<file path="src/bsc_pkg.sv">
// package of constants for the byte converter conversion control
// assumes a single 50 MHz system clock and plain control ports
package bsc_pkg;
    localparam int SYS_CLK_HZ      = 50000000;
    localparam int MAX_RATE_SPS    = 500000;
    // least system cycles between starts for 500 ksps
    localparam int MIN_START_CYC   = (SYS_CLK_HZ + MAX_RATE_SPS - 1)
                                     / MAX_RATE_SPS;
    localparam int DIV_W           = 5;
    localparam int DATA_W          = 8;
    localparam int CH_W            = 3;
    localparam int GAIN_W          = 2;
    localparam int LP_TRACK_CLKS   = 3;
    localparam logic [DIV_W-1:0]  DIV_RST  = 5'h1f;
    localparam logic [GAIN_W-1:0] GAIN_RST = 2'h0;
    localparam logic [CH_W-1:0]   CH_RST   = 3'h0;
    localparam logic [6:0]        GAP_RST  = 7'h00;

    typedef enum logic [2:0] {
        BSC_SRC_SW     = 3'h0,
        BSC_SRC_TMR3   = 3'h1,
        BSC_SRC_EXT    = 3'h2,
        BSC_SRC_TMR2   = 3'h3,
        BSC_SRC_SHARED = 3'h4
    } bsc_src_t;

    typedef enum logic [1:0] {
        BSC_IDLE  = 2'h0,
        BSC_TRACK = 2'h1,
        BSC_CONV  = 2'h2
    } bsc_state_t;
endpackage
</file>
<file path="src/bsc_clk_if.sv">
// interface between the control core and the conversion clock divider
// assumes both ends run on the same system clock
`timescale 1ns/100ps
interface bsc_clk_if;
    import bsc_pkg::*;
    logic [DIV_W-1:0] divider;
    logic             run;
    logic             tick;
    modport ctrl (output divider, output run, input tick);
    modport div  (input divider, input run, output tick);
endinterface

</file>
<file path="src/bsc_clk_div.sv">
// conversion clock divider: one-cycle tick every divider+1 cycles
// assumes divider is stable while run is high
`timescale 1ns/100ps
module bsc_clk_div (
    input  wire logic ref_clk_i,
    input  wire logic sys_rst_i,
    bsc_clk_if.div    clk_if
);
    import bsc_pkg::*;
    logic [DIV_W-1:0] cnt_ff;
    wire              wrap = (cnt_ff == clk_if.divider);

    // sysclk divided by divider plus one
    always_ff @(posedge ref_clk_i) begin
        if (sys_rst_i || !clk_if.run || wrap) begin
            cnt_ff <= '0;
        end else begin
            cnt_ff <= cnt_ff + 5'h01;
        end
    end
    assign clk_if.tick = clk_if.run && wrap;
endmodule

</file>
<file path="src/bsc_ctrl.sv">
// conversion control core of the byte converter
// assumes timer overflows are one-cycle pulses on ref_clk_i,
// external start and comparator come from pins
`timescale 1ns/100ps
module bsc_ctrl (
    input  wire logic                        ref_clk_i,
    input  wire logic                        sys_rst_i,
    input  wire logic                        converter_enable_bit_i,
    input  wire logic                        track_mode_bit_i,
    input  wire logic                        chip_standby_i,
    input  wire bsc_pkg::bsc_src_t           start_source_field_i,
    input  wire logic [bsc_pkg::DIV_W-1:0]   sar_clock_divider_i,
    input  wire logic [bsc_pkg::GAIN_W-1:0]  gain_select_field_i,
    input  wire logic                        gain_wr_i,
    input  wire logic [bsc_pkg::CH_W-1:0]    channel_select_i,
    input  wire logic                        channel_wr_i,
    input  wire logic                        busy_wr_one_i,
    input  wire logic                        companion_busy_wr_one_i,
    input  wire logic                        timer3_ovf_i,
    input  wire logic                        timer2_ovf_i,
    input  wire logic                        external_convert_start_i,
    input  wire logic                        comparator_i,
    input  wire logic                        done_flag_clr_i,
    input  wire logic                        interrupt_enable_i,
    output logic                             analog_power_o,
    output logic                             track_o,
    output logic [bsc_pkg::CH_W-1:0]         channel_o,
    output logic [bsc_pkg::GAIN_W-1:0]       gain_o,
    output logic [bsc_pkg::DATA_W-1:0]       trial_code_o,
    output logic                             conversion_busy_bit_o,
    output logic                             conversion_done_flag_o,
    output logic                             converter_irq_o,
    output logic                             companion_start_o,
    output logic [bsc_pkg::DATA_W-1:0]       result_o
);
    import bsc_pkg::*;

    bsc_clk_if clk_if ();

    bsc_state_t       state_ff;
    bsc_state_t       nxt_state;
    logic             ext_meta_ff;
    logic             ext_sync_ff;
    logic             ext_prev_ff;
    logic             cmp_meta_ff;
    logic             cmp_sync_ff;
    logic [1:0]       trk_cnt_ff;
    logic [2:0]       bit_ff;
    logic [DATA_W-1:0] sar_ff;
    logic [DATA_W-1:0] result_ff;
    logic             done_ff;
    logic             busy_prev_ff;
    logic [GAIN_W-1:0] gain_ff;
    logic [CH_W-1:0]  chan_ff;
    logic             ext_wait_ff;
    logic [6:0]       gap_ff;

    // pins pass two flip-flops before use
    always_ff @(posedge ref_clk_i) begin
        if (sys_rst_i) begin
            // high so an idle-high pin gives no false edge
            ext_meta_ff <= 1'b1;
            ext_sync_ff <= 1'b1;
            ext_prev_ff <= 1'b1;
            cmp_meta_ff <= 1'b0;
            cmp_sync_ff <= 1'b0;
        end else begin
            ext_meta_ff <= external_convert_start_i;
            ext_sync_ff <= ext_meta_ff;
            ext_prev_ff <= ext_sync_ff;
            cmp_meta_ff <= comparator_i;
            cmp_sync_ff <= cmp_meta_ff;
        end
    end

    wire enabled  = converter_enable_bit_i;
    wire ext_rise = ext_sync_ff && !ext_prev_ff;
    wire busy     = (state_ff != BSC_IDLE);
    wire rate_ok  = (gap_ff == GAP_RST);

    // one source at a time
    wire src_sw   = (start_source_field_i == BSC_SRC_SW)
                    && busy_wr_one_i;
    wire src_t3   = (start_source_field_i == BSC_SRC_TMR3)
                    && timer3_ovf_i;
    wire src_ext  = (start_source_field_i == BSC_SRC_EXT)
                    && ext_rise;
    wire src_t2   = (start_source_field_i == BSC_SRC_TMR2)
                    && timer2_ovf_i;
    wire src_shr  = (start_source_field_i == BSC_SRC_SHARED)
                    && companion_busy_wr_one_i;
    wire start_req = src_sw || src_t3 || src_ext || src_t2 || src_shr;

    // ignored while busy or above max rate
    wire start_ok = enabled && !busy && rate_ok && start_req;

    // external start in low-power mode: track while low
    wire ext_lp   = track_mode_bit_i
                    && (start_source_field_i == BSC_SRC_EXT);
    wire lp_track = track_mode_bit_i && !ext_lp;

    wire tick     = clk_if.tick;
    wire trk_done = tick && (trk_cnt_ff == 2'(LP_TRACK_CLKS - 1));
    wire conv_end = tick && (bit_ff == 3'h0) && (state_ff == BSC_CONV);

    assign clk_if.divider = sar_clock_divider_i;
    assign clk_if.run     = busy;

    bsc_clk_div u_div (
        .ref_clk_i (ref_clk_i),
        .sys_rst_i (sys_rst_i),
        .clk_if    (clk_if.div)
    );

    always_comb begin
        nxt_state = state_ff;
        unique case (state_ff)
            BSC_IDLE: begin
                if (start_ok) begin
                    nxt_state = lp_track ? BSC_TRACK : BSC_CONV;
                end
            end
            BSC_TRACK: begin
                if (trk_done) begin
                    nxt_state = BSC_CONV;
                end
            end
            BSC_CONV: begin
                if (conv_end) begin
                    nxt_state = BSC_IDLE;
                end
            end
            default: nxt_state = BSC_IDLE;
        endcase
        if (!enabled) begin
            nxt_state = BSC_IDLE;
        end
    end

    always_ff @(posedge ref_clk_i) begin
        if (sys_rst_i) begin
            state_ff <= BSC_IDLE;
        end else begin
            state_ff <= nxt_state;
        end
    end

    // low-power tracking interval counter
    always_ff @(posedge ref_clk_i) begin
        if (sys_rst_i || state_ff != BSC_TRACK) begin
            trk_cnt_ff <= 2'h0;
        end else if (tick) begin
            trk_cnt_ff <= trk_cnt_ff + 2'h1;
        end
    end

    // msb-first successive approximation
    always_ff @(posedge ref_clk_i) begin
        if (sys_rst_i) begin
            bit_ff <= 3'h7;
            sar_ff <= 8'h80;
        end else if (state_ff != BSC_CONV) begin
            bit_ff <= 3'h7;
            sar_ff <= 8'h80;
        end else if (tick) begin
            bit_ff <= bit_ff - 3'h1;
            sar_ff <= sar_step(sar_ff, bit_ff, cmp_sync_ff);
        end
    end

    function automatic logic [DATA_W-1:0] sar_step(
        input logic [DATA_W-1:0] code,
        input logic [2:0]        pos,
        input logic              keep
    );
        logic [DATA_W-1:0] nxt;
        nxt = code;
        nxt[pos] = keep;
        if (pos != 3'h0) begin
            nxt[pos - 3'h1] = 1'b1;
        end
        return nxt;
    endfunction

    // result capture
    always_ff @(posedge ref_clk_i) begin
        if (sys_rst_i) begin
            result_ff <= '0;
        end else if (conv_end) begin
            result_ff <= sar_step(sar_ff, bit_ff, cmp_sync_ff);
        end
    end

    // done flag on busy falling edge, set wins
    always_ff @(posedge ref_clk_i) begin
        if (sys_rst_i) begin
            busy_prev_ff <= 1'b0;
            done_ff      <= 1'b0;
        end else begin
            busy_prev_ff <= busy;
            if (busy_prev_ff && !busy) begin
                done_ff <= 1'b1;
            end else if (done_flag_clr_i) begin
                done_ff <= 1'b0;
            end
        end
    end

    // min start spacing for the 500 ksps limit
    always_ff @(posedge ref_clk_i) begin
        if (sys_rst_i) begin
            gap_ff <= GAP_RST;
        end else if (start_ok) begin
            gap_ff <= 7'(MIN_START_CYC - 1);
        end else if (gap_ff != GAP_RST) begin
            gap_ff <= gap_ff - 7'h01;
        end
    end

    // gain and channel configuration
    always_ff @(posedge ref_clk_i) begin
        if (sys_rst_i) begin
            gain_ff <= GAIN_RST;
            chan_ff <= CH_RST;
        end else begin
            if (gain_wr_i) begin
                gain_ff <= gain_select_field_i;
            end
            if (channel_wr_i) begin
                chan_ff <= channel_select_i;
            end
        end
    end

    // external low-power: arm tracking window on low level
    always_ff @(posedge ref_clk_i) begin
        if (sys_rst_i) begin
            ext_wait_ff <= 1'b0;
        end else begin
            ext_wait_ff <= ext_lp && !ext_sync_ff;
        end
    end

    // track: default continuous, lp only in window
    wire trk_default = !track_mode_bit_i && !busy;
    wire trk_lp      = lp_track && (state_ff == BSC_TRACK);
    wire trk_ext     = ext_wait_ff && !busy;

    always_comb begin
        track_o = enabled && !chip_standby_i
                  && (trk_default || trk_lp || trk_ext);
    end

    assign analog_power_o         = enabled;
    assign channel_o              = chan_ff;
    assign gain_o                 = gain_ff;
    assign trial_code_o           = sar_ff;
    assign conversion_busy_bit_o  = busy;
    assign conversion_done_flag_o = done_ff;
    assign converter_irq_o        = done_ff && interrupt_enable_i;
    assign companion_start_o      = src_shr && start_ok;
    assign result_o               = result_ff;
endmodule

</file>
<file path="config.mk">
export PLATFORM = sky130hd
export DESIGN_NAME = bsc_ctrl
export DESIGN_NICKNAME = d
export VERILOG_FILES = /design/src/bsc_pkg.sv /design/src/bsc_clk_if.sv /design/src/bsc_clk_div.sv /design/src/bsc_ctrl.sv
export SDC_FILE = /design/constraint.sdc
export NUM_CORES = 1
export LEC_CHECK = 0
export BUFFER_PORTS_ARGS = -buffer_cell sky130_fd_sc_hd__buf_4
export CORE_MARGIN = 4
export CORE_UTILIZATION = 55
export CTS_CLUSTER_DIAMETER = 100
export DETAILED_ROUTE_END_ITERATION = 10
export PLACE_DENSITY = 0.89
export SKIP_LAST_GASP = 1
export SYNTH_ARGS = -nofsm -noshare
export SYNTH_HDL_FRONTEND = slang
export SYNTH_HIERARCHICAL = 1
export SYNTH_SLANG_ARGS = --single-unit
</file>
<file path="constraint.sdc">
create_clock -name ref_clk_i -period 4.25 [get_ports ref_clk_i]
set_input_delay 0.2125 -clock ref_clk_i [delete_from_list [all_inputs] [get_ports ref_clk_i]]
set_output_delay 0.2125 -clock ref_clk_i [all_outputs]
set_load 0.03 [all_outputs]
</file>
Word-level counts from Yosys, hierarchy flattened
Index checks and enable logic that the tools add are counted.
{ "classes": {"add_sub_neg": 4, "n_lt_le_gt_ge": 4, "n_eq_ne": 13, "muxes": 15, "n_bitwise": 2, "reduce_logical": 54} }
{ "op_table": {"columns": ["operator", "count"], "rows": [
  ["$logic_and 1x1->1", 26],
  ["$mux 7", 2],
  ["$logic_or 1x1->1", 9],
  ["$bwmux 8", 1],
  ["$lt 3x4->1 const B", 2],
  ["$mux 2", 4],
  ["$mux 8", 1],
  ["$ne 2x2->1 const B", 4],
  ["$or 8x8->8", 1],
  ["$logic_not 7->1", 1],
  ["$reduce_bool 7->1", 1],
  ["$sub 7x1->7 const B", 1],
  ["$demux 1 s3", 2],
  ["$eq 3x2->1 const B", 2],
  ["$ge 3x1->1 const B", 2],
  ["$logic_not 1->1", 6],
  ["$logic_not 3->1", 2],
  ["$pmux 2 s3", 1],
  ["$reduce_bool 2->1", 3],
  ["$reduce_or 2->1", 3],
  ["$add 5x1->5 const B", 1],
  ["$eq 5x5->1", 1],
  ["$eq 2x2->1 const B", 2],
  ["$mux 1", 4],
  ["other kinds (10)", 10]
]} }
{ "word_totals": {"regBits": 48, "in_bits": 28, "output_inout_bits": 27, "elab_cells": 110} }

Longest topological paths before layout
Gate-level depths: netlist of run 1.
{ "logic_depth": {"ltp_word": 9, "mapped_depth": 8, "depth_no_buf": 7} }

Modules after synthesis
The synthesis of run 1 kept the hierarchy.
{ "modules_own_cells": {"columns": ["mod", "n_inst", "cells_per_inst", "area_per_inst_um2", "seq_area_each_um2"], "rows": [
  ["bsc_ctrl", 1, 233, 2024.4, 860.8],
  ["bsc_clk_div", 1, 26, 260.2, 100.1]
]} }

Worst setup path after synthesis of run 1
Ideal clock, no wire load.
{ "synth_path": {"path_kind": "input port to output port", "startpoint": "input start_source_field_i[1]", "endpoint": "output track_o", "arrival_ns": 2.050, "t_required_ns": 4.038, "setup_slack_ns": 1.988, "path_stages": 3, "n_path_buf": 0, "cell_sequence": "or3b_2 nand2_1 a2111oi_0"} }
{ "synth_between": {"elab_chain_len": 8} }
{ "synth_rtl": {"columns": ["item", "line_no", "rtl"], "rows": [
  ["from (decl)", "bsc_ctrl.sv:11", "input wire bsc_pkg::bsc_src_t start_source_field_i,"],
  ["$eq 3x2->1", "bsc_ctrl.sv:99", "&& (start_source_field_i == BSC_SRC_EXT);"],
  ["$logic_and 1x1->1", "bsc_ctrl.sv:99", null],
  ["$logic_not 1->1", "bsc_ctrl.sv:100", "wire lp_track = track_mode_bit_i && !ext_lp;"],
  ["$logic_and 1x1->1", "bsc_ctrl.sv:100", null],
  ["$logic_and 1x1->1", "bsc_ctrl.sv:246", "wire trk_lp = lp_track && (state_ff == BSC_TRACK);"],
  ["$logic_or 1x1->1 (2 in a row)", "bsc_ctrl.sv:251", "&& (trk_default || trk_lp || trk_ext);"],
  ["$logic_and 1x1->1", "bsc_ctrl.sv:251", null],
  ["to (decl)", "bsc_ctrl.sv:26", "output logic track_o,"]
]} }
Every way passes these cells.

Worst setup path in the final report of run 1
{ "layout_path": {"startpoint": "register u_div.cnt_ff[0]", "endpoint": "register result_ff[7] (netlist: result_o[7])"} }
{ "layout_between": {"elab_chain_len": 4} }
{ "layout_rtl": {"columns": ["item", "line_no", "rtl"], "rows": [
  ["from (decl)", "bsc_clk_div.sv:10", "logic [DIV_W-1:0] cnt_ff;"],
  ["from (signal assigned)", "bsc_clk_div.sv:18", "cnt_ff <= cnt_ff + 5'h01;"],
  ["$eq 5x5->1", "bsc_clk_div.sv:11", "wire wrap = (cnt_ff == clk_if.divider);"],
  ["$logic_and 1x1->1", "bsc_clk_div.sv:21", "assign clk_if.tick = clk_if.run && wrap;"],
  ["net clk_if.tick", "bsc_clk_if.sv:8", "logic tick;"],
  ["$logic_and 1x1->1 (2 in a row)", "bsc_ctrl.sv:104", "wire conv_end = tick && (bit_ff == 3'h0) && (state_ff == BSC_CONV);"],
  ["to (signal assigned)", "bsc_ctrl.sv:190", "result_ff <= sar_step(sar_ff, bit_ff, cmp_sync_ff);"],
  ["to (decl)", "bsc_ctrl.sv:50", "logic [DATA_W-1:0] result_ff;"]
]} }
The timed path passes the listed nets, and every way through them passes these cells.
A chain may end at the register's enable or synchronous reset.

==> results of run 1 <==
worst max-delay path by stage:
stage | startpoint | to | slack (ns) | cells past startpoint
6_report | u_div/cnt_ff[0]$_SDFF_PP0_ | result_o[7]$_SDFFE_PP0P_ | 1.53 | 7
5_1_grt | u_div/cnt_ff[0]$_SDFF_PP0_ | result_o[7]$_SDFFE_PP0P_ | 1.20 | 7
4_1_cts | u_div/cnt_ff[0]$_SDFF_PP0_ | result_o[7]$_SDFFE_PP0P_ | 1.54 | 7
3_5_place_dp | u_div/cnt_ff[0]$_SDFF_PP0_ | result_o[7]$_SDFFE_PP0P_ | 1.58 | 7
3_3_place_gp | u_div/cnt_ff[0]$_SDFF_PP0_ | result_o[0]$_SDFFE_PP0P_ | 1.72 | 6
2_1_floorplan | start_source_field_i[1] | track_o | 1.99 | 3
layer usage:
metal | vias up | routed length (um) | global-route usage (%)
met1 | 968 | 2170 | 25.5
met2 | 98 | 2480 | 31.5
met5 | - | 0 | 0
met4 | 0 | 113 | 9.63
met3 | 14 | 446 | 5.12
li1 | 1015 | - | -
power breakdown:
| group | switching (uW) | leakage [uW] | internal, uW |
|---|---|---|---|
| Clock | 142 | 0.0000455 | 133 |
| Combinational | 140 | 0.000685 | 131 |
| Sequential | 30.8 | 0.000390 | 486 |
| Total | 313 | 0.00112 | 750 |
sequential cells by signal, indices dropped and copies added (netlist names), 2 cells and up:
signal and count:
u_div/cnt_ff 5, gain_o 2, channel_o 3, trial_code_o 8
result_o 8, trk_cnt_ff 2, state_ff 2, bit_ff 3
gap_ff 7
cell type report:
class / instances / area (um^2)
Fill cell: 324 / 1200
Multi-Input combinational cell: 189 / 1230
Clock buffer: 8 / 90.1
Tap cell: 50 / 62.6
Timing Repair Buffer: 54 / 405
Inverter: 11 / 41.3
Sequential cell: 48 / 961
cell families (layout without fill, tap and decap cells):
family | after synthesis | in the layout | synth area share [%]
flip-flops | 48 | 48 | 42.1
AO/OA/AOI/OAI | 49 | 49 | 14.7
adder cells (fa/ha/maj) | 5 | 5 | 2.74
multiplexers | 11 | 11 | 5.04
XOR/XNOR | 15 | 15 | 5.75
buffers and inverters | 22 | 73 | 3.89
AND/OR/NAND/NOR | 109 | 109 | 25.8
stage by stage:
stage               util, %  instances  setup WS (ns)  hold slack, ns
floorplan                 -        259           1.99           0.316
global placement       67.6        352           1.72           0.395
detailed placement     67.6        352           1.58           0.402
CTS                    69.9        360           1.54          0.0863
global route           69.9        360           1.20          0.0888
finish                 69.9        360           1.53          0.0938
cell usage in the layout (no fill, tap or decap), drive strengths merged, types with 6 or more instances in the layout:
cell type and n:
nand3 14, xor2 9, nor2b 8, a211oi 10, nand2 15, nor2 28, nand3b 12, clkbuf 8
mux2i 7, nor3 12, buf 54, inv 11, o21ai 18, xnor2 6, nand2b 8, dfxtp 48
critical path, cell delays in order (launching register included):
cell	delay, ns
dfxtp_1	0.35
xor2_1	0.18
nor3_2	0.32
and3_1	0.73
nand3b_1	0.20
nor2_1	0.49
o211ai_1	0.19
o21ai_0	0.18
==> results_dict.tcl, run 1 <==
set metrics [dict create \
    synth_common_cells "dfxtp_1, nor2_1, o21ai_0" \
    drc 0 \
    grt_max_degree 32 \
    syn_area_per_cell_um2 8.82 \
    fin_crit_ns 2.72 \
    fmax_ghz 0.368 \
    holdBufCountCts 0 \
    synth_area_leader_cell "dfxtp_1" \
    cp.required_ns 4.48 \
    worst_r2r_path_depth 7 \
    max_slew.worst_pin.slew_ns 1.10 \
    critical_path.max_fanout 25 \
    crit-reg2reg-launch "u_div/cnt_ff[0]$_SDFF_PP0_" \
    cts_made_buffers 5 \
    clk_latency_ns 0.30 \
    p_total_uw 1060 \
    antenna_found_initial 0 \
    post_cts_resized 0 \
    core_area_mm2 0.00400 \
    async_flop_share_pct 0 \
    cts_max_level 2 \
    finalClockSkew_ns 0.00511 \
    synth_top_area_share_pct 42.1 \
    synth_edf_count 0 \
    start_util_pct 57.1 \
    wl_um 5210 \
    period_share_pct 64.0 \
    post-cts-setup-buffers 0 \
    antenna_left 0 \
    startpoint_type "flop" \
    netlist_area_mm2 0.00228 \
    crit_type "flop to flop" \
    ios 55 \
    place_area_mm2 0.00271 \
    gp_congestion 0.932 \
    dieHeight_um 72.5 \
    finalHoldViolCount 0 \
    p_leak_uw 0.00112 \
    setup_tns_ns 0 \
    cp.arrival_ns 2.95 \
    rows 23 \
    crit_path_end_kind "flop" \
    r2r_slack_ns 1.53 \
    synthesis.nets 292 \
    nNetsFinal 342 \
    cts_root_buffer "clkbuf_8" \
    grt_pass1_vias 1850 \
    cts_sinks 48 \
    final_layout_size_suffix_gt1_share_pct 23.9 \
    ys_seq_area_share_pct 42.1 \
    yosys.cell_types.count 42 \
    drt-initial-drc-count 86 \
    min_from "external_convert_start_i" \
    track_usage_pct 20.0 \
    hp-class "primary input to flop" \
    synth.most_common_cell "dfxtp_1" \
    yosysWarnings 6 \
    via_count 2095 \
    synth_ff_type "dfxtp_1" \
    cts_tree "done" \
    setup_viol_count_final 0 \
    design_area_mm2 0.00280 \
    min_path_cells 2 \
    grt_pass1_wl_um 8290 \
    p_per_area_mw_per_mm2 380 \
    die_w_um 72.5 \
    maxCapViolCount 0 \
    synthTopCellsByArea "dfxtp_1, nor2_1, o21ai_0" \
    relSlewSlack_pct 26.3 \
    grt_setup_unrepaired "false" \
    area_growth_pct 22.3 \
    cts.reportedPaths.clkPinSlew_ns 0.08 \
    slew_violations 0 \
    peakVddDrop_v 0.000337 \
    postSynthCellCount 259 \
    ys_ff_latch 48 \
    clockBufferDepth 2 \
    worstHoldEndpoint "ext_meta_ff$_SDFF_PP1_" \
    viasPerCell 5.82 \
    drt-wirelength-per-cell_um 14.5 \
    status "complete, no violations" \
    n_antenna_cell 0 \
    timing.rr.end "result_o[7]$_SDFFE_PP0P_" \
    dr.pass1.iters 4 \
    overflow 0 \
    port_buffers 54 \
    post-dp-hpwl_um 3800 \
    die_area_mm2 0.00525 \
]
(Power assumes the default switching activity.)
==> run 2: changes to the inputs <==
--- a/config.mk
+++ b/config.mk
@@ -7,10 +7,10 @@
 export LEC_CHECK = 0
 export BUFFER_PORTS_ARGS = -buffer_cell sky130_fd_sc_hd__buf_4
 export CORE_MARGIN = 4
-export CORE_UTILIZATION = 55
+export CORE_UTILIZATION = 48
 export CTS_CLUSTER_DIAMETER = 100
 export DETAILED_ROUTE_END_ITERATION = 10
-export PLACE_DENSITY = 0.89
+export PLACE_DENSITY = 0.83
 export SKIP_LAST_GASP = 1
 export SYNTH_ARGS = -nofsm -noshare
 export SYNTH_HDL_FRONTEND = slang
==> constraint.sdc (replaced) <==
create_clock -name ref_clk_i -period 2.2 [get_ports ref_clk_i]
set_input_delay 0.11 -clock ref_clk_i [delete_from_list [all_inputs] [get_ports ref_clk_i]]
set_output_delay 0.11 -clock ref_clk_i [all_outputs]
set_load 0.03 [all_outputs]
==> run 2 against run 1 <==
Against the previous run: combinational power grew 120%; via count shrank 4.4%; sequential power increased by 93%; hold slack got worse by 0.073 ns; clock skew grew 0.0027 ns; final area up 2.5%; non-clock buffer count increased by 10; sequential share of layout area decreased by 0.84 points; total power increased by 96%; critical path depth unchanged.
==> results_dict.tcl, run 2 (synthesized netlist as in run 1, its figures left out) <==
set metrics [dict create \
    setup_tns_ns 0 \
    via_count 2002 \
    crit_path_end_kind "primary output" \
    utilization_pct 64.0 \
    place_area_mm2 0.00276 \
    cp.arrival_ns 1.88 \
    design_area_mm2 0.00287 \
    max_slew.worst_pin.slew_ns 0.364 \
    core_area_mm2 0.00447 \
    final_common_cell "buf_4" \
    clockBufferDepth 2 \
    rows 24 \
    cts_tree "done" \
    cts.reportedPaths.clkPinSlew_ns 0.08 \
    cts_sinks 48 \
    hp-class "primary input to flop" \
    dieHeight_um 77.0 \
    dr.pass1.iters 4 \
    start_util_pct 51.1 \
    final_cell_mix "buf_4, dfxtp_1, nor2_1" \
    wl_um 4960 \
    antenna_left 0 \
    area_growth_pct 25.4 \
    clk_latency_ns 0.30 \
    critical_path.top_delay_family "simple AND/OR/NAND/NOR gates" \
    slowest_delay_ns 0.33 \
    gp_congestion 0.821 \
    cp.required_ns 2.09 \
    antenna_found_initial 0 \
    fmax_ghz 0.502 \
    relSlewSlack_pct 75.1 \
    period_share_pct 90.6 \
    n_antenna_cell 0 \
    worst-path-buf-inv 2 \
    path_cells "inv_1, ha_2, nand2b_1, nor3_4, o211ai_2, nor4_2, buf_4" \
    startpoint_type "flop" \
    die_w_um 77.0 \
    grt_setup_unrepaired "false" \
    overflow 0 \
    die_area_mm2 0.00593 \
    p_per_area_mw_per_mm2 728 \
    peakVddDrop_v 0.000642 \
    setup_viol_count_final 0 \
    p_leak_uw 0.00117 \
    status "complete, no violations" \
    nNetsFinal 352 \
    post-dp-hpwl_um 3640 \
    track_usage_pct 17.3 \
    grt_max_degree 32 \
    drt-wirelength-per-cell_um 13.4 \
    crit_type "flop to primary output" \
    grt_pass1_wl_um 8430 \
    slew_violations 0 \
    cts_max_level 2 \
    maxCapViolCount 0 \
    finalClockSkew_ns 0.00783 \
    viasPerCell 5.40 \
    cts_made_buffers 5 \
    final_layout_size_suffix_gt1_share_pct 26.3 \
    critPathSlowestCell "dfxtp_1" \
    drc 0 \
    finalHoldViolCount 0 \
    cts_root_buffer "clkbuf_8" \
    fin_crit_ns 1.99 \
    post-place-cells 361 \
    ios 55 \
    final-instance-count-excl-fill 371 \
    grt_pass1_vias 1907 \
    port_buffers 54 \
    critical_path.max_fanout 4 \
    drt-initial-drc-count 94 \
]
## run 2: cell count changes in the layout (fill, tap and decap cells not counted), sizes merged
cell,before,now
buf,54,63
clkbuf,8,6
clkinv,0,1
dlygate4sd3,0,1
## run 2: cell type report
class,count,area [um^2]
clock inverter,1,5.00
clock buffer,6,72.6
fill,384,1610
tap,52,65.1
sequential,48,961
inverter,11,41.3
timing repair buffer,64,483
multi-input combinational,189,1240
## run 2: stage by stage
step	hold slack, ns	setup WS [ns]	power [uW]
6_report	0.0204	0.206	2090
5_1_grt	0.0360	0.00681	2210
4_1_cts	0.0163	0.0941	2060
3_5_place_dp	0.303	0.335	1570
3_3_place_gp	0.305	0.388	1540
2_1_floorplan	0.214	0.0508	1410
## run 2: final timing paths
kind                              endpoint  cells after the start                       start  slack, ns
setup / recovery         companion_start_o                      7      gap_ff[0]$_SDFFE_PP0P_       0.21
hold / removal      cmp_meta_ff$_SDFF_PP0_                      2                comparator_i       0.02
setup reg to reg  result_o[0]$_SDFFE_PP0P_                      6  u_div/cnt_ff[4]$_SDFF_PP0_       0.29
hold reg to reg     ext_sync_ff$_SDFF_PP1_                      1      ext_meta_ff$_SDFF_PP1_       0.42
## run 2: where the power goes
part / leakage, uW / internal (uW) / total (uW) / switching, uW
clock: 0.0000410 / 216 / 488 / 271
combinational: 0.000735 / 313 / 597 / 284
sequential: 0.000390 / 939 / 1000 / 62.2
total: 0.00117 / 1470 / 2090 / 618
## run 2: worst register-to-register path, stage by stage (launching register included)
cell,delay [ns]
dfxtp_1,0.34
xor2_1,0.17
nor3_2,0.22
and3_1,0.22
nand3b_1,0.12
or2_2,0.40
o41ai_1,0.35
## run 2: repair_timing
item / 4_1_cts / 5_1_grt
endpoints found under the hold margin: 1 / 0
hold buffers: 1 / 0
gates resized for setup: 0 / 1
setup buffers: 0 / 2
endpoints found under the setup margin: 0 / 1
## run 2: routing by layer
metal,global-route usage [%],share of wire (%),vias up
met5,0,0,-
met4,6.58,1.4,0
met3,4.57,6.0,7
met2,28.1,46,58
met1,21.9,46,899
li1,-,-,1038
==> run 3: changes to the inputs <==
--- a/config.mk
+++ b/config.mk
@@ -7,10 +7,11 @@
 export LEC_CHECK = 0
 export BUFFER_PORTS_ARGS = -buffer_cell sky130_fd_sc_hd__buf_4
 export CORE_MARGIN = 4
-export CORE_UTILIZATION = 48
+export CORE_UTILIZATION = 55
 export CTS_CLUSTER_DIAMETER = 100
 export DETAILED_ROUTE_END_ITERATION = 10
-export PLACE_DENSITY = 0.83
+export PLACE_DENSITY = 0.89
+export RECOVER_POWER = 100
 export SKIP_LAST_GASP = 1
 export SYNTH_ARGS = -nofsm -noshare
 export SYNTH_HDL_FRONTEND = slang
==> constraint.sdc (replaced) <==
create_clock -name ref_clk_i -period 2.45 [get_ports ref_clk_i]
set_input_delay 0.1225 -clock ref_clk_i [delete_from_list [all_inputs] [get_ports ref_clk_i]]
set_output_delay 0.1225 -clock ref_clk_i [all_outputs]
set_load 0.03 [all_outputs]
==> run 3 against run 2 <==
Against the previous run: register-to-register slack improved by 0.06 ns; clock power decreased by 3%; via count increased by 0.45%; non-clock buffer count decreased by 4.
==> results_dict.tcl, run 3 (synthesized netlist as in run 1, its figures left out) <==
set metrics [dict create \
    cp.arrival_ns 2.10 \
    cts.reportedPaths.clkPinSlew_ns 0.08 \
    grt_max_degree 32 \
    p_total_uw 1830 \
    holdBufCountCts 1 \
    r2r_slack_ns 0.35 \
    die_w_um 72.5 \
    fin_crit_ns 2.22 \
    grt_pass1_wl_um 8340 \
    crit-reg2reg-launch "u_div/cnt_ff[4]$_SDFF_PP0_" \
    peakVddDrop_v 0.000780 \
    drt-wirelength-per-cell_um 13.3 \
    overflow 0 \
    finalHoldViolCount 0 \
    antenna_found_initial 0 \
    slew_violations 0 \
    relSlewSlack_pct 16.2 \
    cts_tree "done" \
    n_antenna_cell 0 \
    p_per_area_mw_per_mm2 669 \
    grt_pass1_vias 1935 \
    hp-class "primary input to flop" \
    worstHoldEndpoint "cmp_meta_ff$_SDFF_PP0_" \
    post-cts-setup-buffers 0 \
    maxCapViolCount 0 \
    nNetsFinal 348 \
    wl_um 4870 \
    viasPerCell 5.49 \
    timing.rr.end "result_o[0]$_SDFFE_PP0P_" \
    max_slew.worst_pin.slew_ns 1.26 \
    period_share_pct 90.5 \
    cts_max_level 2 \
    min_from "comparator_i" \
    worst_r2r_path_depth 6 \
    cts_sinks 48 \
    final_common_cell "dfxtp_1" \
    port_buffers 54 \
    startpoint_type "flop" \
    start_util_pct 57.1 \
    finalClockSkew_ns 0.00777 \
    post_cts_resized 0 \
    grt_setup_unrepaired "false" \
    antenna_left 0 \
    post-place-cells 357 \
    setup_viol_count_final 0 \
    track_usage_pct 20.0 \
    status "complete, no violations" \
    dieHeight_um 72.5 \
    min_path_cells 2 \
    final_cell_mix "dfxtp_1, clkbuf_1, buf_4" \
    place_area_mm2 0.00274 \
    p_leak_uw 0.00103 \
    final-instance-count-excl-fill 366 \
    dp_slack_ns 0.413 \
    clockBufferDepth 2 \
    ios 55 \
    cp.required_ns 2.33 \
    setup_tns_ns 0 \
    core_area_mm2 0.00400 \
    final_layout_size_suffix_gt1_share_pct 14.9 \
    cts_made_buffers 5 \
    crit_path_end_kind "primary output" \
    setup_slack_ns 0.232 \
    dr.pass1.iters 4 \
    drc 0 \
    fmax_ghz 0.451 \
    design_area_mm2 0.00273 \
    die_area_mm2 0.00525 \
    critical_path.max_fanout 7 \
    post-dp-hpwl_um 3650 \
    via_count 2011 \
    clk_latency_ns 0.30 \
    rows 23 \
    drt-initial-drc-count 71 \
    gp_congestion 0.930 \
    cts_root_buffer "clkbuf_8" \
    crit_type "flop to primary output" \
    area_growth_pct 19.6 \
]
-- run 3: cell count changes in the layout (fill, tap and decap cells not counted), moves of 2 or more --
cell	change
buf_4	-33
clkbuf_1	+29
mux2_2	-2
mux2_1	+2
-- run 3: how the worst max path moves through the flow --
stage,from,endpoint,slack (ns),cells past startpoint
after CTS,gap_ff[2]$_SDFFE_PP0P_,companion_start_o,0.24,5
after floorplan,state_ff[0]$_SDFFE_PP0P_,track_o,0.29,2
final,gap_ff[2]$_SDFFE_PP0P_,companion_start_o,0.23,5
after global placement,u_div/cnt_ff[0]$_SDFF_PP0_,result_o[2]$_SDFFE_PP0P_,0.49,6
after global routing,gap_ff[2]$_SDFFE_PP0P_,companion_start_o,0.07,5
after detailed placement,u_div/cnt_ff[4]$_SDFF_PP0_,result_o[0]$_SDFFE_PP0P_,0.41,6
-- run 3: worst max-delay path, cell delays in order (launching register included) --
cell,delay (ns)
dfxtp_1,0.36
or3_4,0.43
nor3_4,0.35
o211ai_1,0.22
nor4_2,0.24
buf_4,0.20
-- run 3: metrics by stage --
stage          hold slack (ns)  utilization [%]
2_1_floorplan            0.226                -
3_3_place_gp             0.309             68.6
3_5_place_dp             0.309             68.6
4_1_cts                 0.0257             71.2
5_1_grt                 0.0208             68.3
6_report                0.0351             68.3
-- run 3: where the power goes --
| part | internal (uW) | total, uW | switching, uW |
|---|---|---|---|
| clock network | 229 | 474 | 245 |
| logic | 220 | 457 | 238 |
| registers | 844 | 896 | 52.4 |
| total | 1290 | 1830 | 535 |
-- run 3: per-layer routing --
layer / track usage [%] / part of all wire (%)
met3: 6.09 / 6.6
met4: 7.17 / 1.3
met2: 33.9 / 48
met1: 23.8 / 44
met5: 0 / 0
-- run 3: cell type report --
cell class,instances,area [um^2]
sequential,48,961
clock inverter,1,7.51
multi-input combinational,189,1230
clock buffer,7,86.3
inverter,11,41.3
fill,363,1270
timing repair buffer,60,344
tap,50,62.6
